$ cat src/core/rcpm_map.vh
// Constants of the remote-code pin-mode logic
`ifndef RCPM_MAP_VH
`define RCPM_MAP_VH
// Mode codes on mode_i
`define RCPM_MODE_TX        3'h0
`define RCPM_MODE_RX_VALID  3'h1
`define RCPM_MODE_RX_TOGGLE 3'h2
`define RCPM_MODE_PROGRAM   3'h3
`define RCPM_MODE_READ      3'h4
// Code and memory geometry
`define RCPM_CODE_BITS      8
`define RCPM_FIFO_DEPTH     16
`define RCPM_FIFO_AW        4
// Valid-code count selection codes
`define RCPM_NEED_SEL_2     2'h0
`define RCPM_NEED_SEL_4     2'h1
`define RCPM_NEED_SEL_8     2'h2
// Good-code counts that release a valid pulse or a toggle
`define RCPM_GOOD_2         4'h2
`define RCPM_GOOD_4         4'h4
`define RCPM_GOOD_8         4'h8
// Test-mode entry: low pulses on the timing resistor pin
`define RCPM_TEST_PULSES    2'h3
// Reset values
`define RCPM_STORED_RST     8'h00
`endif

$ cat src/core/rcpm_top.v
// Pin-mode logic of a remote-control code transmitter/receiver
`timescale 1ns/1ps
`default_nettype none
`include "rcpm_map.vh"
module rcpm_top (
    input  wire                      clk_i,
    input  wire                      rst_n_i,
    input  wire [2:0]                mode_i,
    input  wire                      tx_data_i,
    input  wire                      tx_active_i,
    input  wire                      in_pin_i,
    output reg                       in_pin_o,
    output reg                       in_pin_oe_o,
    output reg                       out_pin_o,
    output reg                       out_pin_oe_o,
    input  wire                      timing_capacitor_hi_i,
    input  wire                      timing_capacitor_hv_i,
    input  wire                      timing_resistor_pin_i,
    input  wire [`RCPM_CODE_BITS-1:0] own_code_i,
    input  wire [1:0]                need_sel_i,
    input  wire                      window_open_i,
    output reg  [`RCPM_CODE_BITS-1:0] rx_code_o,
    output reg                       rx_code_valid_o,
    input  wire                      rx_code_ready_i,
    output reg                       commit_o,
    output reg  [`RCPM_CODE_BITS-1:0] commit_data_o,
    output reg                       test_mode_o
);
    // ------------------------------------------------------------
    // Pin synchronisers
    // ------------------------------------------------------------
    wire [3:0] pins_s;
    wire       in_s;
    wire       cap_hi_s;
    wire       cap_hv_s;
    wire       res_s;

    // Every pin input arrives from outside the clock domain
    rcpm_sync #(.WIDTH(4)) u_sync (
        .clk_i   (clk_i),
        .rst_n_i (rst_n_i),
        .async_i ({in_pin_i, timing_capacitor_hi_i, timing_capacitor_hv_i,
                   timing_resistor_pin_i}),
        .sync_o  (pins_s)
    );
    assign in_s     = pins_s[3];
    assign cap_hi_s = pins_s[2];
    assign cap_hv_s = pins_s[1];
    assign res_s    = pins_s[0];

    // ------------------------------------------------------------
    // Edge detection on synchronised pins
    // ------------------------------------------------------------
    reg  res_q;
    reg  hv_q;
    wire res_rise;
    wire res_fall;
    wire hv_rise;

    // Reset level matches the idle low level of both pins
    always @(posedge clk_i or negedge rst_n_i) begin
        if (!rst_n_i) begin
            res_q <= 1'b0;
            hv_q  <= 1'b0;
        end else begin
            res_q <= res_s;
            hv_q  <= cap_hv_s;
        end
    end
    assign res_rise = res_s & ~res_q;
    assign res_fall = ~res_s & res_q;
    assign hv_rise  = cap_hv_s & ~hv_q;

    function need_met;
        input [1:0] sel;
        input [3:0] cnt;
        begin
            case (sel)
                `RCPM_NEED_SEL_2: need_met = (cnt >= `RCPM_GOOD_2);
                `RCPM_NEED_SEL_4: need_met = (cnt >= `RCPM_GOOD_4);
                default:          need_met = (cnt >= `RCPM_GOOD_8);
            endcase
        end
    endfunction

    // ------------------------------------------------------------
    // Receive path and code FIFO
    // ------------------------------------------------------------
    wire                       is_rx;
    wire                       is_prog;
    wire                       is_xfer;
    reg  [`RCPM_CODE_BITS-1:0] rx_sh_q;
    reg  [2:0]                 rx_cnt_q;
    reg                        rx_push_q;
    wire                       fifo_in_ready;
    wire [`RCPM_CODE_BITS-1:0] fifo_data;
    wire                       fifo_valid;
    wire                       fifo_pop;

    assign is_rx   = (mode_i == `RCPM_MODE_RX_VALID) | (mode_i == `RCPM_MODE_RX_TOGGLE);
    assign is_prog = (mode_i == `RCPM_MODE_PROGRAM);
    assign is_xfer = is_prog | (mode_i == `RCPM_MODE_READ);
    assign fifo_pop = fifo_valid & (~rx_code_valid_o | rx_code_ready_i);

    // Sampling stalls while a finished word waits to enter the FIFO so no bit is overwritten
    always @(posedge clk_i or negedge rst_n_i) begin
        if (!rst_n_i) begin
            rx_sh_q   <= 8'h00;
            rx_cnt_q  <= 3'h0;
            rx_push_q <= 1'b0;
        end else begin
            if (rx_push_q & fifo_in_ready) begin
                rx_push_q <= 1'b0;
            end
            if (!is_rx) begin
                rx_cnt_q <= 3'h0;
            end else if (res_rise & ~rx_push_q) begin
                rx_sh_q  <= {rx_sh_q[`RCPM_CODE_BITS-2:0], in_s};
                rx_cnt_q <= rx_cnt_q + 3'h1;
                if (rx_cnt_q == 3'h7) begin
                    rx_push_q <= 1'b1;
                end
            end
        end
    end

    rcpm_fifo #(
        .WIDTH (`RCPM_CODE_BITS),
        .DEPTH (`RCPM_FIFO_DEPTH),
        .AW    (`RCPM_FIFO_AW)
    ) u_fifo (
        .clk_i       (clk_i),
        .rst_n_i     (rst_n_i),
        .in_data_i   (rx_sh_q),
        .in_valid_i  (rx_push_q),
        .in_ready_o  (fifo_in_ready),
        .out_data_o  (fifo_data),
        .out_valid_o (fifo_valid),
        .out_ready_i (~rx_code_valid_o | rx_code_ready_i)
    );

    // ------------------------------------------------------------
    // Valid-code qualification
    // ------------------------------------------------------------
    reg  [3:0] good_cnt_q;
    reg        valid_pulse_q;
    reg        toggle_q;
    wire       good_code;

    assign good_code = fifo_pop & (fifo_data == own_code_i);

    // Closing the window or leaving receive restarts the good-code count
    always @(posedge clk_i or negedge rst_n_i) begin
        if (!rst_n_i) begin
            rx_code_o       <= 8'h00;
            rx_code_valid_o <= 1'b0;
            good_cnt_q      <= 4'h0;
            valid_pulse_q   <= 1'b0;
            toggle_q        <= 1'b0;
        end else begin
            if (fifo_pop) begin
                rx_code_o       <= fifo_data;
                rx_code_valid_o <= 1'b1;
            end else if (rx_code_ready_i) begin
                rx_code_valid_o <= 1'b0;
            end
            valid_pulse_q <= 1'b0;
            if (!window_open_i || !is_rx) begin
                good_cnt_q <= 4'h0;
            end else if (good_code) begin
                if (need_met(need_sel_i, good_cnt_q + 4'h1)) begin
                    good_cnt_q <= 4'h0;
                    if (mode_i == `RCPM_MODE_RX_VALID) begin
                        valid_pulse_q <= 1'b1;
                    end else begin
                        toggle_q <= ~toggle_q;
                    end
                end else begin
                    good_cnt_q <= good_cnt_q + 4'h1;
                end
            end
        end
    end

    // ------------------------------------------------------------
    // Program / read shifting and commit
    // ------------------------------------------------------------
    reg  [`RCPM_CODE_BITS-1:0] stored_q;
    reg  [`RCPM_CODE_BITS-1:0] prog_sh_q;
    reg  [`RCPM_CODE_BITS-1:0] out_sh_q;
    reg  [2:0]                 xfer_mode_q;

    // Serial output reloads from the stored word on every entry into program or read
    // Commit happens only on the rising edge of the high-voltage detect
    always @(posedge clk_i or negedge rst_n_i) begin
        if (!rst_n_i) begin
            stored_q      <= `RCPM_STORED_RST;
            prog_sh_q     <= 8'h00;
            out_sh_q      <= `RCPM_STORED_RST;
            xfer_mode_q   <= 3'h0;
            commit_o      <= 1'b0;
            commit_data_o <= `RCPM_STORED_RST;
        end else begin
            xfer_mode_q <= mode_i;
            commit_o    <= 1'b0;
            if (is_xfer & (mode_i != xfer_mode_q)) begin
                out_sh_q <= stored_q;
            end else if (is_xfer & res_rise) begin
                out_sh_q <= {out_sh_q[`RCPM_CODE_BITS-2:0], 1'b0};
                if (is_prog & cap_hi_s) begin
                    prog_sh_q <= {prog_sh_q[`RCPM_CODE_BITS-2:0], in_s};
                end
            end
            if (is_prog & hv_rise) begin
                stored_q      <= prog_sh_q;
                commit_o      <= 1'b1;
                commit_data_o <= prog_sh_q;
            end
        end
    end

    // ------------------------------------------------------------
    // Test-mode entry
    // ------------------------------------------------------------
    reg [1:0] low_cnt_q;

    // Counting restarts whenever the capacitor pin drops or a transfer mode runs
    always @(posedge clk_i or negedge rst_n_i) begin
        if (!rst_n_i) begin
            low_cnt_q   <= 2'h0;
            test_mode_o <= 1'b0;
        end else if (!cap_hi_s || is_xfer) begin
            low_cnt_q   <= 2'h0;
            test_mode_o <= 1'b0;
        end else if (res_fall) begin
            if (low_cnt_q == `RCPM_TEST_PULSES - 2'h1) begin
                test_mode_o <= 1'b1;
            end else begin
                low_cnt_q <= low_cnt_q + 2'h1;
            end
        end
    end

    // ------------------------------------------------------------
    // Pin drivers
    // ------------------------------------------------------------
    always @(posedge clk_i or negedge rst_n_i) begin
        if (!rst_n_i) begin
            in_pin_o     <= 1'b0;
            in_pin_oe_o  <= 1'b0;
            out_pin_o    <= 1'b0;
            out_pin_oe_o <= 1'b0;
        end else begin
            in_pin_o     <= 1'b0;
            in_pin_oe_o  <= 1'b0;
            out_pin_o    <= 1'b0;
            out_pin_oe_o <= 1'b0;
            case (mode_i)
                `RCPM_MODE_TX: begin
                    in_pin_oe_o  <= 1'b1;
                    in_pin_o     <= tx_active_i & tx_data_i;
                    out_pin_oe_o <= tx_active_i;
                    out_pin_o    <= ~tx_data_i;
                end
                `RCPM_MODE_RX_VALID: begin
                    out_pin_oe_o <= 1'b1;
                    out_pin_o    <= valid_pulse_q;
                end
                `RCPM_MODE_RX_TOGGLE: begin
                    out_pin_oe_o <= 1'b1;
                    out_pin_o    <= toggle_q;
                end
                `RCPM_MODE_PROGRAM,
                `RCPM_MODE_READ: begin
                    out_pin_oe_o <= 1'b1;
                    out_pin_o    <= out_sh_q[`RCPM_CODE_BITS-1];
                end
                default: begin
                    // Unused modes release both pins
                    out_pin_oe_o <= 1'b0;
                end
            endcase
        end
    end
endmodule
`default_nettype wire

$ cat src/core/rcpm_fifo.v
// Parameterised FIFO with valid/ready on both sides
`timescale 1ns/1ps
`default_nettype none
module rcpm_fifo #(
    parameter WIDTH = 8,
    parameter DEPTH = 16,
    parameter AW    = 4
) (
    input  wire             clk_i,
    input  wire             rst_n_i,
    input  wire [WIDTH-1:0] in_data_i,
    input  wire             in_valid_i,
    output wire             in_ready_o,
    output wire [WIDTH-1:0] out_data_o,
    output wire             out_valid_o,
    input  wire             out_ready_i
);
    reg [WIDTH-1:0] mem_q [0:DEPTH-1];
    reg [AW-1:0]    wr_q;
    reg [AW-1:0]    rd_q;
    reg [AW:0]      cnt_q;
    wire            push;
    wire            pop;

    assign in_ready_o  = (cnt_q != DEPTH[AW:0]);
    assign out_valid_o = (cnt_q != {(AW+1){1'b0}});
    assign out_data_o  = mem_q[rd_q];
    assign push        = in_valid_i & in_ready_o;
    assign pop         = out_valid_o & out_ready_i;

    always @(posedge clk_i) begin
        if (push) begin
            mem_q[wr_q] <= in_data_i;
        end
    end

    always @(posedge clk_i or negedge rst_n_i) begin
        if (!rst_n_i) begin
            wr_q  <= {AW{1'b0}};
            rd_q  <= {AW{1'b0}};
            cnt_q <= {(AW+1){1'b0}};
        end else begin
            if (push) begin
                wr_q <= wr_q + {{(AW-1){1'b0}}, 1'b1};
            end
            if (pop) begin
                rd_q <= rd_q + {{(AW-1){1'b0}}, 1'b1};
            end
            if (push & !pop) begin
                cnt_q <= cnt_q + {{AW{1'b0}}, 1'b1};
            end else if (pop & !push) begin
                cnt_q <= cnt_q - {{AW{1'b0}}, 1'b1};
            end
        end
    end
endmodule
`default_nettype wire

$ cat src/core/rcpm_sync.v
// Two-flop synchroniser for a bundle of pin inputs
`timescale 1ns/1ps
`default_nettype none
module rcpm_sync #(
    parameter WIDTH = 4
) (
    input  wire             clk_i,
    input  wire             rst_n_i,
    input  wire [WIDTH-1:0] async_i,
    output wire [WIDTH-1:0] sync_o
);
    reg [WIDTH-1:0] meta_q;
    reg [WIDTH-1:0] sync_q;

    always @(posedge clk_i or negedge rst_n_i) begin
        if (!rst_n_i) begin
            meta_q <= {WIDTH{1'b0}};
            sync_q <= {WIDTH{1'b0}};
        end else begin
            meta_q <= async_i;
            sync_q <= meta_q;
        end
    end

    assign sync_o = sync_q;
endmodule
`default_nettype wire

$ cat config.mk
export PLATFORM = sky130hd
export DESIGN_NAME = rcpm_top
export DESIGN_NICKNAME = d
export VERILOG_FILES = /design/src/core/rcpm_top.v /design/src/core/rcpm_fifo.v /design/src/core/rcpm_sync.v
export VERILOG_INCLUDE_DIRS = /design/src /design/src/core
export SDC_FILE = /design/constraint.sdc
export NUM_CORES = 1
export LEC_CHECK = 0
export ABC_AREA = 1
export BUFFER_PORTS_ARGS = -buffer_cell sky130_fd_sc_hd__buf_2
export CAP_MARGIN = 0
export CORE_MARGIN = 4
export CORE_UTILIZATION = 25
export CTS_BUF_LIST = sky130_fd_sc_hd__clkbuf_16
export DETAILED_ROUTE_END_ITERATION = 8
export SYNTH_ARGS = -nofsm -noshare
export SYNTH_HDL_FRONTEND = slang
export SYNTH_HIERARCHICAL = 1
export SYNTH_SLANG_ARGS = --single-unit
$ cat constraint.sdc
create_clock -name clk_i -period 5.78 [get_ports clk_i]
set_clock_uncertainty 0.05 [all_clocks]
set_input_delay 0.289 -clock clk_i [delete_from_list [all_inputs] [get_ports clk_i]]
set_output_delay 0.289 -clock clk_i [all_outputs]
set_load 0.01 [all_outputs]
==> flow_metrics.tcl, run 1 <==
set metrics [dict create \
    period_share_pct 54.3 \
    crit_chain "nand2_1 > inv_2 > nand2_1 > nor2_1 > nor2_1 > nand2_1 > nand2_1 > nand2_1 > nand2_1 > nor2_1 > nand3_1 > nor2_1 > nor2_1 > nand2_1 > nand2_1" \
    max_freq_ghz 0.318 \
    dr.first_iter.drc_count 482 \
    synth_compound_area_share_pct 2.42 \
    dp_hpwl_mm 13.1 \
    place_inst 1491 \
    ant_nets 0 \
    grt.overflow.total 0 \
    cts_buffer_depth 3 \
    crit_fanout 21 \
    slew_headroom_pct 33.6 \
    syn_avg_cell_area_um2 9.74 \
    diodes 0 \
    hold_viol_final 0 \
    num_rows 70 \
    vias_per_cell 4.17 \
    min_period_ps 3140 \
    grt_max_degree 83 \
    antenna_found_initial 0 \
    syn-cell-area_um2 9400 \
    cts_tree "yes" \
    synth_seq_area_share_pct 63.5 \
    grt_pass1_wl_mm 33.3 \
    r2r-start "u_fifo/rd_q[1]" \
    synth_top_area_cell "edfxtp_1" \
    avgRoutedWirePerCell_um 13.3 \
    drt-total-wl_mm 20.5 \
    ir_drop_uv 301 \
    p_seq_share_pct 43.8 \
    critPathSlowestCell "dfrtp_1" \
    path_clk_slew_ps 60 \
    synth_fp_nets 1003 \
    setup_viol 0 \
    drive_gt1_share_pct 10.9 \
    io_buffer_count 45 \
    start_util_pct 25.5 \
    final_area_um2 10900 \
    comb_power_share_pct 26.2 \
    netlist_instances 965 \
    ys_warn_count 6 \
    clkLatencyLatePin_ps 510 \
    synth_top_family_by_area "simple AND/OR/NAND/NOR gates" \
    placed_area_um2 10100 \
    synthMuxAreaShare_pct 0.360 \
    drc_errors 0 \
    nets 1061 \
    synth_fa_ha_area_share_pct 2.08 \
    dieHeight_um 202 \
    endpoint_kind "register" \
    critPathKind "register to register" \
    drv_slew 0 \
    yosys.cell_types.count 35 \
    cap_violations 0 \
    fin_util_pct 29.6 \
    p_leak_nw 4.86 \
    max_stage_delay_ps 930 \
    grt_use_total_pct 9.83 \
    htreeDepth 1 \
    areaGrowthSynthToFinish_pct 16.2 \
    worstPathArrival_ps 3490 \
    worst_pin_slew_ps 992 \
    cts_root_buffer "clkbuf_16" \
    synth-simple-area-share_pct 23.9 \
    postCtsSetupRepairBufs 0 \
    startpoint "u_fifo/rd_q[1]" \
    ios 46 \
    fin_cells 1544 \
    cp-start-kind "register" \
    whs_ps 121 \
    p_per_area_nw_per_um2 412 \
    p_sw_share_pct 34.7 \
    synth-seq-cells 213 \
    dr.pass1.iters 5 \
    cts_sinks 213 \
    required_ps 6130 \
    synthXorXnorAreaFrac_pct 1.40 \
    finalSetupTns_ps 0 \
    hold_buffers 11 \
    gp_congestion 0.806 \
    netSwitchingPower_mw 1.56 \
    rsz0062_at_grt "false" \
    core_area_um2 36900 \
    hp-class "input pin to asynchronous set/reset pin" \
    worst-path-buf-inv 1 \
    pwr-share-clk_pct 30.0 \
    crit_family "simple AND/OR/NAND/NOR gates" \
    run_status "completed" \
    cts-resized-gates 0 \
    dr_total_vias 6439 \
    synth_top_area_share_pct 40.9 \
    p_int_mw 2.94 \
    dieArea_um2 40800 \
    crit_top_cell "nand2_1" \
    die_w_um 202 \
    grt_pass1_vias 6196 \
    synthTopCellsByArea "edfxtp_1 (41%), dfrtp_1 (23%), nand2_1 (14%)" \
    cts_made_buffers 23 \
]
==> path summary, 6_finish.rpt <==
path	to	slack (ps)	depth (start not counted)
worst min register to register	u_sync/sync_o[3]	300	0
worst max-delay path	good_cnt_q[0]	2640	15
worst min-delay path	good_cnt_q[1]	120	2
max in group asynchronous	u_fifo/rd_q[0]	4310	3
worst max register to register	good_cnt_q[0]	2640	15
min in group clk_i	rx_code_valid_o	160	4
==> worst register-to-register path: cells and delay by family, from the launching register on <==
family	cells	cell delay [ps]
flops	1	930
simple gates	14	1700
buf+inv	1	340
==> routing by layer <==
| layer | share of wire [%] | routed length [um] | track usage, % |
|---|---|---|---|
| met2 | 47 | 9560 | 15.9 |
| met4 | 2.1 | 425 | 2.44 |
| met3 | 4.5 | 920 | 1.33 |
| met1 | 47 | 9600 | 14.0 |
| met5 | 0 | 0 | 0 |
==> power by group through the flow <==
stage / Clock (mW) / Sequential, mW / Combinational [mW]
floorplan: 0 / 1.92 / 0.903
global placement: 0 / 2.00 / 1.16
detailed placement: 0 / 2.00 / 1.18
CTS: 1.39 / 1.98 / 1.19
global route: 1.47 / 2.00 / 1.35
finish: 1.35 / 1.97 / 1.18
==> cells in the final DEF, fill, tap and decap left out, types with 2 or more instances in the layout <==
cell type and n:
a21oi_1 5, buf_2 44, buf_4 3, clkbuf_16 23
clkinv_1 8, clkinv_2 4, dfrtp_1 84, dlygate4sd3_1 11
edfxtp_1 128, ha_1 14, inv_1 110, inv_2 10
inv_6 2, mux2_2 3, nand2_1 342, nand2_4 2
nand3_1 87, nand4_1 6, nor2_1 87, nor2_2 2
nor2_8 2, nor3_2 3, o21ai_0 18, o21ai_1 7
o21ai_2 7, xnor2_1 9, xor2_1 6
==> final cells by class <==
cell class | count | area (um2)
Fill cell | 3810 | 26000
Sequential cell | 213 | 5970
Multi-Input combinational cell | 610 | 2840
Tap cell | 504 | 631
Clock buffer | 23 | 576
Inverter | 117 | 439
Timing Repair Buffer | 58 | 353
Clock inverter | 19 | 116
==> synthesized netlist by cell type, drive strengths merged <==
cell type  number
inv           116
o21bai          1
nor2           92
o21ai          32
xor2            6
mux2            3
nand2         345
a21oi           5
fa              1
edfxtp        128
ha             14
nand4           7
dfrtp          85
buf            21
nand3          88
or2             1
nand3b          1
clkinv          1
o2111ai         1
nor3            4
clkbuf          4
xnor2           9
==> sequential cells by signal (all words and copies together) (netlist names), 2 cells and up <==
| register | cells |
|---|---|
| u_fifo/mem_q | 128 |
| out_sh_q | 8 |
| prog_sh_q | 8 |
| rx_code_o | 8 |
| rx_sh_q | 8 |
| stored_q | 8 |
| u_fifo/cnt_q | 5 |
| good_cnt_q | 4 |
| u_fifo/rd_q | 4 |
| u_fifo/wr_q | 4 |
| u_sync/meta_q | 4 |
| u_sync/sync_o | 4 |
| rx_cnt_q | 3 |
| xfer_mode_q | 3 |
| low_cnt_q | 2 |
==> through the flow <==
step | setup slack, ps | power, mW
after global routing | 2320 | 4.81
after floorplan | 3750 | 2.82
after detailed placement | 2650 | 3.18
after CTS | 2640 | 4.55
after global placement | 2780 | 3.16
final | 2640 | 4.50
==> logic make-up after synthesis <==
logic type | Yosys count
compound gates | 39
xor+xnor | 15
fa+ha+maj | 15
buf+inv | 142
flops | 213
mux | 3
simple gates | 538
Power figures use the tool's default switching activity.
==> run 2, diff against run 1 <==
Clock period 5.78 ns to 2.68 ns, I/O delays scaled along.
==> run 2 against run 1 <==
Effect of this change:
- critical path depth is the same
- via count rose by 1.5%
- clock-buffer cell count increased by 1
- cell area increased by 2.7%
- sequential power up 110%
- total power is 120% higher
- global-route usage increased by 0.44 points
- clock power is 110% higher
- sequential share of layout area is 1.5 points lower
- largest cell class unchanged
==> flow_metrics.tcl, run 2 (synthesized netlist as in run 1, its figures left out) <==
set metrics [dict create \
    cts_tree "yes" \
    fin_cells 1577 \
    crit_fanout 22 \
    crit_top_cell "nand2_1" \
    finalSetupTns_ps 0 \
    drc_errors 0 \
    p_sw_share_pct 34.5 \
    ios 46 \
    grt_use_total_pct 10.3 \
    regToRegSetupSlack_ps 320 \
    core_area_um2 36900 \
    largest_register "u_fifo/mem_q" \
    cts_root_buffer "clkbuf_16" \
    cts_sinks 213 \
    fin_util_pct 30.4 \
    power_mw 9.90 \
    layout_commonest_cell "nand2_1" \
    ant_nets 0 \
    grt_pass1_wl_mm 34.5 \
    setup_viol 0 \
    fill_cells 3817 \
    ir_drop_uv 380 \
    slew_headroom_pct 46.1 \
    cts_made_buffers 23 \
    areaGrowthSynthToFinish_pct 19.4 \
    placed_area_um2 10400 \
    worst_pin_slew_ps 809 \
    min_period_ps 2360 \
    rsz0062_at_grt "false" \
    cts_buffer_depth 3 \
    p_leak_nw 5.06 \
    pre_cts_ws_ps 195 \
    num_rows 70 \
    drive_gt1_share_pct 13.6 \
    largest_register_ffs 128 \
    dr_total_vias 6535 \
    diodes 0 \
    netSwitchingPower_mw 3.42 \
    gp_congestion 0.822 \
    dr.pass1.iters 5 \
    cp-start-kind "register" \
    period_share_pct 88.2 \
    required_ps 3040 \
    clkLatencyLatePin_ps 500 \
    cap_violations 0 \
    final_cell_mix "nand2_1 (342), edfxtp_1 (128), inv_1 (113)" \
    max_stage_delay_ps 440 \
    comb_power_share_pct 28.9 \
    p_per_area_nw_per_um2 882 \
    holdPathEnd "toggle_q" \
    drt-total-wl_mm 21.4 \
    r2r-start "u_fifo/rd_q[0]" \
    dp_hpwl_mm 14.3 \
    die_w_um 202 \
    endpoint_kind "register" \
    min-delay-start "own_code_i[1]" \
    setup_ws_ps 316 \
    dieHeight_um 202 \
    grt_max_degree 63 \
    dieArea_um2 40800 \
    reg2reg_depth 15 \
    dr.first_iter.drc_count 522 \
    nets 1095 \
    critPathKind "register to register" \
    antenna_found_initial 0 \
    final_area_um2 11200 \
    worstPathArrival_ps 2730 \
    reg2reg_to "valid_pulse_q" \
    path_clk_slew_ps 60 \
    hold_viol_final 0 \
    vias_per_cell 4.14 \
    p_int_mw 6.49 \
    p_seq_share_pct 42.6 \
    htreeDepth 1 \
    run_status "completed" \
    grt_pass1_vias 6497 \
    min_path_cells 7 \
    place_inst 1522 \
    startpoint "u_fifo/rd_q[0]" \
    drv_slew 0 \
    whs_ps 75.3 \
    grt.overflow.total 0 \
    critPathSlowestCell "dfrtp_2" \
    avgRoutedWirePerCell_um 13.6 \
    start_util_pct 25.5 \
    pwr-share-clk_pct 28.5 \
    max_freq_ghz 0.423 \
    crit_chain "inv_2 > buf_12 > buf_4 > nand2_1 > nand3_1 > nand2_1 > nor2_1 > nand2_1 > nand2_1 > xor2_1 > nor2_1 > nand2_1 > nor2_2 > nand2_1 > nor3_1" \
    io_buffer_count 45 \
    hp-class "input pin to register" \
]
[run 2: cell count changes in the layout (fill, tap and decap cells not counted), sizes merged]
| cell | change |
|---|---|
| bufinv | -1 |
| inv | +2 |
| buf | +32 |
| clkbuf | +1 |
| dlygate4sd3 | +2 |
| clkinv | -3 |
[run 2: worst max-delay path, delay by kind of cell (launching register included)]
family	cells	cell delay (ps)
buf+inv	3	460
flops	1	440
xor+xnor	1	90
simple gates	11	1220
[run 2: how the worst max path moves through the flow]
stage,end,slack [ps],cells past startpoint
floorplan,u_fifo/cnt_q[4],650,12
global placement,u_fifo/cnt_q[4],270,12
detailed placement,u_fifo/cnt_q[4],190,12
CTS,u_fifo/cnt_q[4],180,12
global route,u_fifo/cnt_q[4],40,13
finish,valid_pulse_q,320,15
[run 2: timing repair]
item / CTS / global route
setup endpoints to repair: 0 / 5
endpoints found under the hold margin: 59 / 0
gates resized for setup: 0 / 2
hold buffers: 13 / 0
buffers inserted: 0 / 1
[run 2: per-layer routing]
metal / track usage (%) / share of wire (%) / vias to the layer above
li1: - / - / 3272
met1: 14.5 / 48 / 3112
met2: 16.8 / 46 / 125
met3: 1.54 / 4.3 / 26
met4: 2.22 / 1.9 / 0
met5: 0 / 0 / -
[run 2: layout make-up]
cell class,instances,area [um2],area share [%]
clock inverters,17,73.8,0.658
clock buffers,24,601,5.35
repair buffers,92,663,5.91
multi-input cells,610,2840,25.3
inverters,117,439,3.91
well taps,504,631,5.62
flip-flops and latches,213,5970,53.2
[run 2: power groups by stage]
stage	sequential [mW]	clock [mW]	combinational, mW
floorplan	4.14	0	1.95
finish	4.22	2.82	2.86
CTS	4.23	2.90	2.85
detailed placement	4.30	0	2.82
global route	4.27	3.05	3.24
global placement	4.29	0	2.79
